--- src/nbc_pkg.sv ---
// nbc_pkg: constants, types and command decode for the flash bus host.
// assumes a 10 MHz system clock; all pin timing is counted in its cycles.
package nbc_pkg;
  localparam int CLK_NS = 100;
  localparam int WB_NS = 100;
  localparam int WB_CYC = (WB_NS + CLK_NS - 1) / CLK_NS;
  localparam int LOAD_US = 30;
  localparam int LOAD_CYC = (LOAD_US * 1000) / CLK_NS;
  localparam int SYNC_LAT = 2;
  localparam int FIFO_DEPTH = 4;
  localparam int PAGE_BYTES = 2112;
  localparam int COL_W = 12;
  localparam int ROW_W = 19;
  localparam int LEN_W = 12;
  localparam int TMR_W = 16;
  localparam logic [TMR_W-1:0] WB_GUARD = TMR_W'(WB_CYC + SYNC_LAT + 1);
  localparam logic [TMR_W-1:0] LOAD_LIMIT = TMR_W'(LOAD_CYC);
  localparam logic [2:0] PH_WE_LOW = 3'h1;
  localparam logic [2:0] PH_WR_LAST = 3'h2;
  localparam logic [2:0] PH_RD_CAP = 3'(SYNC_LAT + 2);
  localparam logic [2:0] PH_RD_LAST = 3'(SYNC_LAT + 3);
  // address cycle indices and field positions
  localparam logic [2:0] AB_COL_LO = 3'h0;
  localparam logic [2:0] AB_COL_HI = 3'h1;
  localparam logic [2:0] AB_ROW_0 = 3'h2;
  localparam logic [2:0] AB_ROW_1 = 3'h3;
  localparam logic [2:0] AB_ROW_2 = 3'h4;
  localparam int COL_SPLIT = 8;
  localparam int ROW_SPLIT0 = 8;
  localparam int ROW_SPLIT1 = 16;
  // command codes
  localparam logic [7:0] CMD_READ = 8'h00;
  localparam logic [7:0] CMD_READ_GO = 8'h30;
  localparam logic [7:0] CMD_READ_CB = 8'h35;
  localparam logic [7:0] CMD_CREAD_GO = 8'h31;
  localparam logic [7:0] CMD_CREAD_EXIT = 8'h34;
  localparam logic [7:0] CMD_READ_ID = 8'h90;
  localparam logic [7:0] CMD_RESET = 8'hFF;
  localparam logic [7:0] CMD_PROG = 8'h80;
  localparam logic [7:0] CMD_PROG_CB = 8'h85;
  localparam logic [7:0] CMD_PROG_GO = 8'h10;
  localparam logic [7:0] CMD_CACHE_GO = 8'h15;
  localparam logic [7:0] CMD_ERASE = 8'h60;
  localparam logic [7:0] CMD_ERASE_GO = 8'hD0;
  localparam logic [7:0] CMD_STATUS = 8'h70;
  localparam logic [7:0] CMD_RAND_IN = 8'h85;
  localparam logic [7:0] CMD_RAND_OUT = 8'h05;
  localparam logic [7:0] CMD_RAND_OUT_GO = 8'hE0;
  localparam logic [7:0] CMD_LOCK = 8'h2A;
  localparam logic [7:0] CMD_LOCK_TIGHT = 8'h2C;
  localparam logic [7:0] CMD_UNLOCK_S = 8'h23;
  localparam logic [7:0] CMD_UNLOCK_E = 8'h24;
  localparam logic [7:0] CMD_LOCK_STAT = 8'h7A;

  typedef enum logic [4:0] {
    OP_READ, OP_READ_CB, OP_READ_ID, OP_RESET, OP_PROG, OP_PROG_CB, OP_PROG_CACHE,
    OP_ERASE, OP_STATUS, OP_RAND_IN, OP_RAND_OUT, OP_CREAD_START, OP_CREAD_EXIT,
    OP_LOCK, OP_LOCK_TIGHT, OP_UNLOCK_S, OP_UNLOCK_E, OP_LOCK_STAT
  } nbc_op_t;

  typedef struct packed {
    nbc_op_t op;
    logic [COL_W-1:0] col;
    logic [ROW_W-1:0] row;
    logic [LEN_W-1:0] len;
  } nbc_req_t;

  typedef struct packed {
    logic cs_n;
    logic cle;
    logic ale;
    logic we_n;
    logic read_strobe_n;
    logic wp_n;
    logic [7:0] io_o;
    logic io_oe_b;
  } nbc_pins_t;

  typedef struct packed {
    logic [7:0] c1;
    logic [7:0] c2;
    logic use_c1;
    logic use_a;
    logic [2:0] a_first;
    logic [2:0] a_last;
    logic use_c2;
    logic din;
    logic wb;
    logic dout;
    logic modify;
    logic page_load;
  } nbc_info_t;

  // phase layout of each operation; skip_c1 drops the leading read code of OP_READ only
  function automatic nbc_info_t nbc_decode(input nbc_op_t op, input logic skip_c1);
    nbc_info_t i;
    i = '0;
    i.use_c1 = 1'b1;
    i.a_last = AB_ROW_2;
    case (op)
      OP_READ: begin
        i.c1 = CMD_READ; i.c2 = CMD_READ_GO; i.use_c1 = !skip_c1; i.use_a = 1'b1;
        i.use_c2 = 1'b1; i.wb = 1'b1; i.dout = 1'b1; i.page_load = 1'b1;
      end
      OP_READ_CB: begin
        i.c1 = CMD_READ; i.c2 = CMD_READ_CB; i.use_a = 1'b1; i.use_c2 = 1'b1;
        i.wb = 1'b1; i.page_load = 1'b1;
      end
      OP_READ_ID: begin
        i.c1 = CMD_READ_ID; i.use_a = 1'b1; i.a_last = AB_COL_LO; i.dout = 1'b1;
      end
      OP_RESET: begin i.c1 = CMD_RESET; i.wb = 1'b1; end
      OP_PROG, OP_PROG_CB, OP_PROG_CACHE: begin
        i.c1 = (op == OP_PROG_CB) ? CMD_PROG_CB : CMD_PROG;
        i.c2 = (op == OP_PROG_CACHE) ? CMD_CACHE_GO : CMD_PROG_GO;
        i.use_a = 1'b1; i.use_c2 = 1'b1; i.din = 1'b1; i.wb = 1'b1; i.modify = 1'b1;
      end
      OP_ERASE: begin
        i.c1 = CMD_ERASE; i.c2 = CMD_ERASE_GO; i.use_a = 1'b1; i.a_first = AB_ROW_0;
        i.use_c2 = 1'b1; i.wb = 1'b1; i.modify = 1'b1;
      end
      OP_STATUS: begin i.c1 = CMD_STATUS; i.dout = 1'b1; end
      OP_RAND_IN: begin
        i.c1 = CMD_RAND_IN; i.use_a = 1'b1; i.a_last = AB_COL_HI; i.din = 1'b1;
        i.modify = 1'b1;
      end
      OP_RAND_OUT: begin
        i.c1 = CMD_RAND_OUT; i.c2 = CMD_RAND_OUT_GO; i.use_a = 1'b1;
        i.a_last = AB_COL_HI; i.use_c2 = 1'b1; i.dout = 1'b1;
      end
      OP_CREAD_START: begin
        i.c1 = CMD_READ; i.c2 = CMD_CREAD_GO; i.use_c2 = 1'b1; i.wb = 1'b1;
        i.dout = 1'b1; i.page_load = 1'b1;
      end
      OP_CREAD_EXIT: begin i.c1 = CMD_CREAD_EXIT; i.wb = 1'b1; end
      OP_LOCK: i.c1 = CMD_LOCK;
      OP_LOCK_TIGHT: i.c1 = CMD_LOCK_TIGHT;
      OP_UNLOCK_S, OP_UNLOCK_E: begin
        i.c1 = (op == OP_UNLOCK_S) ? CMD_UNLOCK_S : CMD_UNLOCK_E;
        i.use_a = 1'b1; i.a_first = AB_ROW_0;
      end
      OP_LOCK_STAT: begin
        i.c1 = CMD_LOCK_STAT; i.use_a = 1'b1; i.a_first = AB_ROW_0; i.dout = 1'b1;
      end
      default: i.c1 = CMD_STATUS;
    endcase
    return i;
  endfunction : nbc_decode
endpackage : nbc_pkg

--- src/nbc_host.sv ---
// nbc_host: host-side sequencer that drives a large-page flash over its strobed pins.
// assumes the flash pins are wired straight to pins/io_i/ready_busy_n; the bench
// resolves the shared io bus from io_oe_b and the pulled-up busy line.
`timescale 1ns/1ps
// Contract
// - send a full address as five cycles, column then row, in order
// - column low, column high, three row bytes; unused upper bits driven low
// - command bytes latch with select low, command latch high, others idle
// - keep write protect high through any program or erase sequence
// - address bytes latch with select low, address latch high, others idle
// - data bytes latch with both latches low and write protect high
// - read strobe toggles only with select low, write strobe high, latches low
// - page read is 00h, five addresses, 30h; 00h skipped after a read
// - random output is 05h, column, E0h, repeatable
// - 00h then 35h loads a page for copy-back without output
// - program sequences 80h/10h, 85h/10h and cache 80h/15h
// - block erase is 60h then D0h
// - 85h alone moves the program data column
// - cache read start 00h/31h, cache read exit 34h
module nbc_host (
  input wire logic clock,
  input wire logic rst_b,
  input wire logic req_valid,
  output logic req_ready,
  input wire nbc_pkg::nbc_req_t req,
  input wire logic wr_valid,
  output logic wr_ready,
  input wire logic [7:0] wr_data,
  output logic rd_valid,
  input wire logic rd_ready,
  output logic [7:0] rd_data,
  output logic done,
  output logic timeout,
  output nbc_pkg::nbc_pins_t pins,
  input wire logic [7:0] io_i,
  input wire logic ready_busy_n
);
  import nbc_pkg::*;

  typedef enum logic [2:0] {S_IDLE, S_C1, S_AD, S_DI, S_C2, S_WB, S_DO, S_DONE} nbc_st_t;

  nbc_st_t st_reg;
  logic [2:0] ph_reg;
  logic [2:0] ab_reg;
  logic [LEN_W-1:0] idx_reg;
  logic [TMR_W-1:0] tmr_reg;
  nbc_req_t req_reg;
  nbc_info_t info_reg;
  nbc_info_t dec;
  logic [7:0] dbyte_reg;
  logic last_read_reg;
  logic done_reg;
  logic timeout_reg;
  nbc_pins_t pins_reg;
  nbc_pins_t pins_next;
  logic [7:0] io_s;
  logic rb_s;
  logic fifo_in_ready;
  logic fifo_in_valid;
  logic [5:0] en_cur;
  logic last_byte;
  int pos;

  // phase order C1, AD, DI, C2, WB, DO; returns the first enabled one after 'from'
  function automatic nbc_st_t advance(input int from, input logic [5:0] en);
    nbc_st_t r;
    r = S_DONE;
    for (int i = 5; i >= 0; i--) begin
      if (en[i] && i > from) begin
        case (i)
          0: r = S_C1;
          1: r = S_AD;
          2: r = S_DI;
          3: r = S_C2;
          4: r = S_WB;
          default: r = S_DO;
        endcase
      end
    end
    return r;
  endfunction : advance

  // empty data phases are skipped, so a zero length means none
  function automatic logic [5:0] enables(input nbc_info_t i, input logic [LEN_W-1:0] n);
    return {i.dout && n != '0, i.wb, i.use_c2, i.din && n != '0, i.use_a, i.use_c1};
  endfunction : enables

  // address byte for cycle k; unused upper positions are forced low
  function automatic logic [7:0] addr_byte(input logic [2:0] k, input nbc_req_t r);
    case (k)
      AB_COL_LO: return r.col[COL_SPLIT-1:0];
      AB_COL_HI: return {4'h0, r.col[COL_W-1:COL_SPLIT]};
      AB_ROW_0: return r.row[ROW_SPLIT0-1:0];
      AB_ROW_1: return r.row[ROW_SPLIT1-1:ROW_SPLIT0];
      default: return {5'h00, r.row[ROW_W-1:ROW_SPLIT1]};
    endcase
  endfunction : addr_byte

  // pin inputs come from the flash's own timing, so both are synchronised
  nbc_sync #(.W(9)) u_sync (
    .clock(clock),
    .rst_b(rst_b),
    .d({ready_busy_n, io_i}),
    .q({rb_s, io_s})
  );

  // read bytes wait here; a full FIFO holds off the next read strobe
  nbc_fifo #(.W(8), .DEPTH(FIFO_DEPTH)) u_fifo (
    .clock(clock),
    .rst_b(rst_b),
    .in_valid(fifo_in_valid),
    .in_ready(fifo_in_ready),
    .in_data(io_s),
    .out_valid(rd_valid),
    .out_ready(rd_ready),
    .out_data(rd_data)
  );

  assign dec = nbc_decode(req.op, last_read_reg);
  assign en_cur = enables(info_reg, req_reg.len);
  assign pos = int'(st_reg) - 1;
  assign last_byte = idx_reg == req_reg.len - 1'b1;
  // a busy flash is only sent reset or status read
  assign req_ready = st_reg == S_IDLE
    && (rb_s || req.op == OP_RESET || req.op == OP_STATUS);
  assign wr_ready = st_reg == S_DI && ph_reg == 3'h0;
  assign fifo_in_valid = st_reg == S_DO && ph_reg == PH_RD_CAP;
  assign pins = pins_reg;
  assign done = done_reg;
  assign timeout = timeout_reg;

  // operation sequencer
  always_ff @(posedge clock or negedge rst_b) begin
    if (!rst_b) begin
      st_reg <= S_IDLE;
      ph_reg <= 3'h0;
      ab_reg <= 3'h0;
      idx_reg <= '0;
      tmr_reg <= '0;
      req_reg <= '0;
      info_reg <= '0;
    end else begin
      case (st_reg)
        S_IDLE: begin
          if (req_valid && req_ready) begin
            req_reg <= req;
            info_reg <= dec;
            ab_reg <= dec.a_first;
            ph_reg <= 3'h0;
            idx_reg <= '0;
            tmr_reg <= '0;
            st_reg <= advance(-1, enables(dec, req.len));
          end
        end
        S_C1, S_C2: begin
          ph_reg <= (ph_reg == PH_WR_LAST) ? 3'h0 : ph_reg + 3'h1;
          if (ph_reg == PH_WR_LAST) st_reg <= advance(pos, en_cur);
        end
        S_AD: begin
          ph_reg <= (ph_reg == PH_WR_LAST) ? 3'h0 : ph_reg + 3'h1;
          if (ph_reg == PH_WR_LAST) begin
            if (ab_reg == info_reg.a_last) st_reg <= advance(pos, en_cur);
            else ab_reg <= ab_reg + 3'h1;
          end
        end
        S_DI: begin
          // an empty write stream simply stretches the strobe's high time
          if (ph_reg == 3'h0) begin
            if (wr_valid) ph_reg <= 3'h1;
          end else if (ph_reg == PH_WR_LAST) begin
            ph_reg <= 3'h0;
            idx_reg <= last_byte ? '0 : idx_reg + 1'b1;
            if (last_byte) st_reg <= advance(pos, en_cur);
          end else begin
            ph_reg <= ph_reg + 3'h1;
          end
        end
        S_WB: begin
          // the busy line is ignored until the flash has had time to pull it
          if (tmr_reg != '1) tmr_reg <= tmr_reg + 1'b1;
          if (tmr_reg >= WB_GUARD && rb_s) begin
            tmr_reg <= '0;
            st_reg <= advance(pos, en_cur);
          end
        end
        S_DO: begin
          if (ph_reg == 3'h0) begin
            if (fifo_in_ready) ph_reg <= 3'h1;
          end else if (ph_reg == PH_RD_LAST) begin
            ph_reg <= 3'h0;
            idx_reg <= last_byte ? '0 : idx_reg + 1'b1;
            if (last_byte) st_reg <= advance(pos, en_cur);
          end else begin
            ph_reg <= ph_reg + 3'h1;
          end
        end
        S_DONE: st_reg <= S_IDLE;
        default: st_reg <= S_IDLE;
      endcase
    end
  end

  // program data byte held for its strobe
  always_ff @(posedge clock or negedge rst_b) begin
    if (!rst_b) dbyte_reg <= 8'h00;
    else if (wr_valid && wr_ready) dbyte_reg <= wr_data;
  end

  // a page read right after another may drop its leading code
  always_ff @(posedge clock or negedge rst_b) begin
    if (!rst_b) last_read_reg <= 1'b0;
    else if (st_reg == S_DONE) last_read_reg <= req_reg.op == OP_READ;
  end

  // completion and page-load overrun pulses
  always_ff @(posedge clock or negedge rst_b) begin
    if (!rst_b) begin
      done_reg <= 1'b0;
      timeout_reg <= 1'b0;
    end else begin
      done_reg <= st_reg == S_DONE;
      timeout_reg <= st_reg == S_WB && info_reg.page_load && tmr_reg == LOAD_LIMIT;
    end
  end

  // pin values for the next cycle; every pin lags the phase by one edge
  always_comb begin
    pins_next = '0;
    pins_next.cs_n = st_reg == S_IDLE;
    pins_next.we_n = 1'b1;
    pins_next.read_strobe_n = 1'b1;
    pins_next.wp_n = st_reg != S_IDLE && info_reg.modify;
    pins_next.io_o = pins_reg.io_o;
    pins_next.io_oe_b = 1'b1;
    case (st_reg)
      S_C1, S_C2: begin
        pins_next.cle = 1'b1;
        pins_next.io_o = (st_reg == S_C1) ? info_reg.c1 : info_reg.c2;
        pins_next.io_oe_b = 1'b0;
        pins_next.we_n = ph_reg != PH_WE_LOW;
      end
      S_AD: begin
        pins_next.ale = 1'b1;
        pins_next.io_o = addr_byte(ab_reg, req_reg);
        pins_next.io_oe_b = 1'b0;
        pins_next.we_n = ph_reg != PH_WE_LOW;
      end
      S_DI: begin
        pins_next.io_o = dbyte_reg;
        pins_next.io_oe_b = 1'b0;
        pins_next.we_n = ph_reg != PH_WE_LOW;
      end
      S_DO: pins_next.read_strobe_n = ph_reg == 3'h0 || ph_reg > PH_RD_CAP;
      default: pins_next.io_oe_b = 1'b1;
    endcase
  end

  // registered pins; deselected means io released
  always_ff @(posedge clock or negedge rst_b) begin
    if (!rst_b) pins_reg <= '{cs_n: 1'b1, cle: 1'b0, ale: 1'b0, we_n: 1'b1,
                              read_strobe_n: 1'b1, wp_n: 1'b0, io_o: 8'h00, io_oe_b: 1'b1};
    else pins_reg <= pins_next;
  end

  // helpers for checking: strobe edge, last command, address count
  logic we_q_reg;
  logic we_rise;
  logic [7:0] prev_cmd_reg;
  logic [2:0] ale_cnt_reg;
  assign we_rise = pins_reg.we_n && !we_q_reg;
  always_ff @(posedge clock or negedge rst_b) begin
    if (!rst_b) begin
      we_q_reg <= 1'b1;
      prev_cmd_reg <= 8'h00;
      ale_cnt_reg <= 3'h0;
    end else begin
      we_q_reg <= pins_reg.we_n;
      if (we_rise && pins_reg.cle) begin
        prev_cmd_reg <= pins_reg.io_o;
        ale_cnt_reg <= 3'h0;
      end else if (we_rise && pins_reg.ale && ale_cnt_reg != 3'h7) begin
        ale_cnt_reg <= ale_cnt_reg + 3'h1;
      end
    end
  end
endmodule : nbc_host

--- src/nbc_sync.sv ---
// nbc_sync: two-flop synchroniser for a bundle of pin inputs.
// assumes each bit is a level; multi-bit values are only read when settled.
`timescale 1ns/1ps
module nbc_sync #(
  parameter int W = 1
) (
  input wire logic clock,
  input wire logic rst_b,
  input wire logic [W-1:0] d,
  output logic [W-1:0] q
);
  logic [W-1:0] meta_reg;

  // first flop feeds only the second
  always_ff @(posedge clock or negedge rst_b) begin
    if (!rst_b) begin
      meta_reg <= '0;
      q <= '0;
    end else begin
      meta_reg <= d;
      q <= meta_reg;
    end
  end
endmodule : nbc_sync

--- src/nbc_fifo.sv ---
// nbc_fifo: small valid/ready FIFO for read data heading to the user.
// assumes one clock; DEPTH is a power of two.
`timescale 1ns/1ps
module nbc_fifo #(
  parameter int W = 8,
  parameter int DEPTH = 4
) (
  input wire logic clock,
  input wire logic rst_b,
  input wire logic in_valid,
  output logic in_ready,
  input wire logic [W-1:0] in_data,
  output logic out_valid,
  input wire logic out_ready,
  output logic [W-1:0] out_data
);
  localparam int AW = $clog2(DEPTH);
  logic [W-1:0] mem [DEPTH];
  logic [AW-1:0] wr_reg;
  logic [AW-1:0] rd_reg;
  logic [AW:0] cnt_reg;
  logic push;
  logic pop;

  assign in_ready = cnt_reg != (AW + 1)'(DEPTH);
  assign out_valid = cnt_reg != '0;
  assign out_data = mem[rd_reg];
  assign push = in_valid && in_ready;
  assign pop = out_valid && out_ready;

  // storage has no reset; only written slots are ever read
  always_ff @(posedge clock) begin
    if (push) begin
      mem[wr_reg] <= in_data;
    end
  end

  // pointers and fill count
  always_ff @(posedge clock or negedge rst_b) begin
    if (!rst_b) begin
      wr_reg <= '0;
      rd_reg <= '0;
      cnt_reg <= '0;
    end else begin
      if (push) wr_reg <= wr_reg + 1'b1;
      if (pop) rd_reg <= rd_reg + 1'b1;
      cnt_reg <= cnt_reg + (AW + 1)'(push) - (AW + 1)'(pop);
    end
  end
endmodule : nbc_fifo

--- config.mk ---
export PLATFORM = sky130hd
export DESIGN_NAME = nbc_host
export DESIGN_NICKNAME = d
export VERILOG_FILES = /design/src/nbc_pkg.sv /design/src/nbc_host.sv /design/src/nbc_sync.sv /design/src/nbc_fifo.sv
export SDC_FILE = /design/constraint.sdc
export NUM_CORES = 1
export LEC_CHECK = 0
export BUFFER_PORTS_ARGS = -buffer_cell sky130_fd_sc_hd__buf_2
export CAP_MARGIN = 30
export CELL_PAD_IN_SITES_DETAIL_PLACEMENT = 0
export CELL_PAD_IN_SITES_GLOBAL_PLACEMENT = 2
export CORE_ASPECT_RATIO = 1.5
export CORE_UTILIZATION = 30
export DETAILED_ROUTE_END_ITERATION = 8
export GPL_TIMING_DRIVEN = 0
export PLACE_DENSITY_LB_ADDON = 0.1
export SLEW_MARGIN = 0
export SYNTH_ARGS = -nofsm -noshare
export SYNTH_HDL_FRONTEND = slang
export SYNTH_SLANG_ARGS = --single-unit
--- constraint.sdc ---
create_clock -name clock -period 8.01 [get_ports clock]
set_input_delay 0.4005 -clock clock [delete_from_list [all_inputs] [get_ports clock]]
set_output_delay 0.4005 -clock clock [all_outputs]
set_load 0.05 [all_outputs]
==> flow_summary.ini <==
[sta]
final.period_utilization = 0.4460
finalHoldViolCount = 0
grt_setup_unrepaired = false
finalMaxSlewViolations = 0
finClkSkew_ps = 13.24
fin_worst_hold_slack_ps = 49.41
tightest_slew_ps = 904.4
maxSlewHeadroom = 0.3915
setup_viol_count_final = 0
setup-tns-final_ps = 0
max_freq_ghz = 0.2799
period_minus_slack_ps = 3572

[die]
die_area_sq_mm = 0.03194
ios = 98
fp.coreArea_sq_mm = 0.03045
die_width_um = 146.3
placement_rows = 78
die-height_um = 218.4
start_util = 0.3076

[cells_and_area]
layout-drive-gt1-share = 0.2305
area_delta_synth_final_pct = 17.47
number_of_flip_flops_in_the_largest_register = 48
instances_no_fill = 1390
area.sequential_sq_mm = 0.004920
multiInputGateArea_sq_mm = 0.004065
finalNetCount = 1067
number_of_filler_cells_placed_in_the_layout = 3140

[power]
power_leakage_nw = 4.761
vdd.ir_drop.worst_uv = 163.4
power_density_mw_per_mm2 = 342.4

[synthesis]
synth_simple_gate_area_share = 0.1432
synth_area_per_cell_sq_um = 10.92
synth.cell_area_sq_mm = 0.009365
synthesis.yosys.warnings = 0
xor_xnor_share_of_the_synthesized_area = 0.03273
synth.yosys.seq_area_share = 0.5253
synth_adder_area_share = 0.02886
distinct_cells_synth = 78
synth_top_family_by_area = simple AND/OR/NAND/NOR gates
syn-instance-count = 858
synth_compound_gate_area_share = 0.1332
async_reset_ff_frac = 0.8316
synth_mux_area_frac = 0.09606
synthFlopType = sky130_fd_sc_hd__dfrtp_1
yosys_register_bits = 190
synth.net_count = 949
synth_edf_count = 32

[global_routing]
global_route.usage.total = 0.1743
via_count_of_the_first_global_routing_pass = 7056
grt_pass1_wl_mm = 41.58
gr-total-overflow = 0
largest_net_degree_at_the_start_of_global_routing = 103
antenna_found_initial = 1

[hold_path]
min_path_cells = 1
worst_hold_path.endpoint = u_sync.meta_reg[6]$_DFF_PN0_
hold_path.startpoint = io_i[6]
timing.hold.worst.class = input pin to flop

[setup_path]
cp-start-kind = flop
path_class = flop to flop
timing.critical_path.arrival_ps = 3870
rrSetupSlack_ps = 4440
crit_top_cell = sky130_fd_sc_hd__clkbuf_1
timing.critical_path.to_type = flop
path_delay_family = buffers and inverters
slowest_stage = sky130_fd_sc_hd__ha_1
worst_r2r_startpoint = st_reg[0]$_DFFE_PN0P_
timing.critical_path.required_ps = 8310
critical-path-max-stage-delay_ps = 400
worstPathBufferInverterCount = 5
critPathMaxFanout = 10
critical_path.reg2reg.endpoint = tmr_reg[11]$_DFFE_PN0P_
crit_chain = clkbuf_1, or2_2, clkbuf_1, inv_1, ha_1, inv_1, nand4_1, a22oi_1, clkbuf_1, nand3_1, xnor2_1, nor2b_1
worst_r2r_path_depth = 12

[place]
placement.io_buffers = 97
gp_routability_congestion = 0.7586
dp.cells = 1356
half_perimeter_wire_length_after_placement_mm = 20.24

[clock_tree]
postCtsSetupRepairBufs = 0
cts_max_level = 4
clock_tree_from_tritoncts = yes
worstSkewPairLatency_ps = 460
clk_root_buffer_cell = sky130_fd_sc_hd__clkbuf_16
cts_made_buffers = 17
cts_clk_pin_slew_worst_paths_ps = 80
clock_sinks = 190
clock_tree.buffer_depth = 2

[run_status]
status = finished, final reports clean

[routing]
postRouteAntennaNets = 0
wl_mm = 26.46
detail_route.vias_per_cell = 4.947
first_pass_iters = 5
remaining_drc_errors = 0
routed_wire_length_per_instance_um = 19.04
vias = 6877
first_iter_violations = 273

[flow_run]
max-cap-violations = 0
-- worst max-delay path by stage --
stage | start | endpoint | slack (ps) | cells after the start
floorplan | st_reg[0]$_DFFE_PN0P_ | st_reg[1]$_DFFE_PN0P_ | 5290 | 12
global placement | rst_b | idx_reg[6]$_DFFE_PN0P_ | 3800 | 1
detailed placement | st_reg[0]$_DFFE_PN0P_ | info_reg[23]$_DFFE_PN0P_ | 4350 | 9
CTS | st_reg[0]$_DFFE_PN0P_ | info_reg[23]$_DFFE_PN0P_ | 4330 | 9
global route | st_reg[0]$_DFFE_PN0P_ | info_reg[19]$_DFFE_PN0P_ | 4020 | 10
finish | st_reg[0]$_DFFE_PN0P_ | tmr_reg[11]$_DFFE_PN0P_ | 4440 | 12
-- what timing repair did --
action,4_1_cts,5_1_grt
hold endpoints to repair,55,0
gates resized for setup,0,0
hold buffers,1,0
-- area by class of cell --
type	instances	share of cell area
inverter	38	0.01296
sequential	190	0.4472
multi-input combinational	580	0.3695
clock buffer	18	0.03901
clock inverter	14	0.01558
antenna	1	0.0002275
timing repair buffer	99	0.04845
buffer	50	0.02161
tap	400	0.04549
-- layer usage --
| metal | up-vias | track usage | wire, um |
|---|---|---|---|
| met5 | - | 0 | 0 |
| met4 | 0 | 0.05903 | 425 |
| met3 | 23 | 0.02860 | 541 |
| met2 | 86 | 0.3298 | 14850 |
| met1 | 3412 | 0.1959 | 10640 |
| li1 | 3356 | - | - |
-- cells in the final DEF (no fill, tap or decap), drive strengths merged, types with 12 or more instances in the layout --
cell    count
o21ai      53
inv        44
nand2      90
xnor2      17
xor2       18
mux2       56
nand3      32
ha         20
edfxtp     32
a21oi      47
dfrtp     154
buf       106
nand4      17
nor3       12
nor2       50
clkbuf     60
-- metrics by stage --
stage	power, W	worst slack (ps)	instance area, sq um	utilization
6_report	0.003767	4438	11000	0.3613
5_1_grt	0.004025	4021	11000	0.3613
4_1_cts	0.003834	4330	11000	0.3612
3_5_place_dp	0.002940	4348	10390	0.3412
3_3_place_gp	0.002928	3804	10350	0.3399
2_1_floorplan	0.002502	5292	9365	-
-- power by group --
part	switching [W]	leakage, nW	internal [W]
Clock	0.000423	0.291	0.000448
Combinational	0.000950	2.13	0.000589
Sequential	0.000158	2.34	0.00120
-- cell usage after synthesis (5+ instances only) --
library cell                 n  area share
sky130_fd_sc_hd__nor2b_1     9      0.0060
sky130_fd_sc_hd__nand4_1    17       0.011
sky130_fd_sc_hd__o21ai_0    53       0.028
sky130_fd_sc_hd__a22o_1      5      0.0047
sky130_fd_sc_hd__nand2b_1    6      0.0040
sky130_fd_sc_hd__a222oi_1    9      0.0096
sky130_fd_sc_hd__o22ai_1    10      0.0067
sky130_fd_sc_hd__inv_1      37       0.015
sky130_fd_sc_hd__xnor2_1    17       0.016
sky130_fd_sc_hd__nor3_1     12      0.0064
sky130_fd_sc_hd__nand3_1    31       0.017
sky130_fd_sc_hd__a21oi_1    47       0.025
sky130_fd_sc_hd__o31ai_1    10      0.0080
sky130_fd_sc_hd__clkbuf_1   39       0.016
sky130_fd_sc_hd__ha_1       20       0.027
sky130_fd_sc_hd__nand2_1    90       0.036
sky130_fd_sc_hd__and2_1     10      0.0067
sky130_fd_sc_hd__a31oi_1    10      0.0067
sky130_fd_sc_hd__mux4_2     10       0.024
sky130_fd_sc_hd__xor2_1     18       0.017
sky130_fd_sc_hd__and4_1      5      0.0047
sky130_fd_sc_hd__dfrtp_1   154        0.41
sky130_fd_sc_hd__edfxtp_1   32        0.10
sky130_fd_sc_hd__and3_1      5      0.0033
sky130_fd_sc_hd__mux2_2     56       0.067
sky130_fd_sc_hd__nor4_1      7      0.0047
sky130_fd_sc_hd__nor2_1     50       0.020
-- cell families after synthesis --
| group | count (synthesis) |
|---|---|
| and+or+nand+nor | 268 |
| muxes | 70 |
| buffers and inverters | 88 |
| xor gates and xnor gates | 35 |
| adders and majority gates | 21 |
| DFF | 190 |
| AOI/OAI and AO/OA | 186 |
No activity file was read; power rests on OpenSTA's default activity.
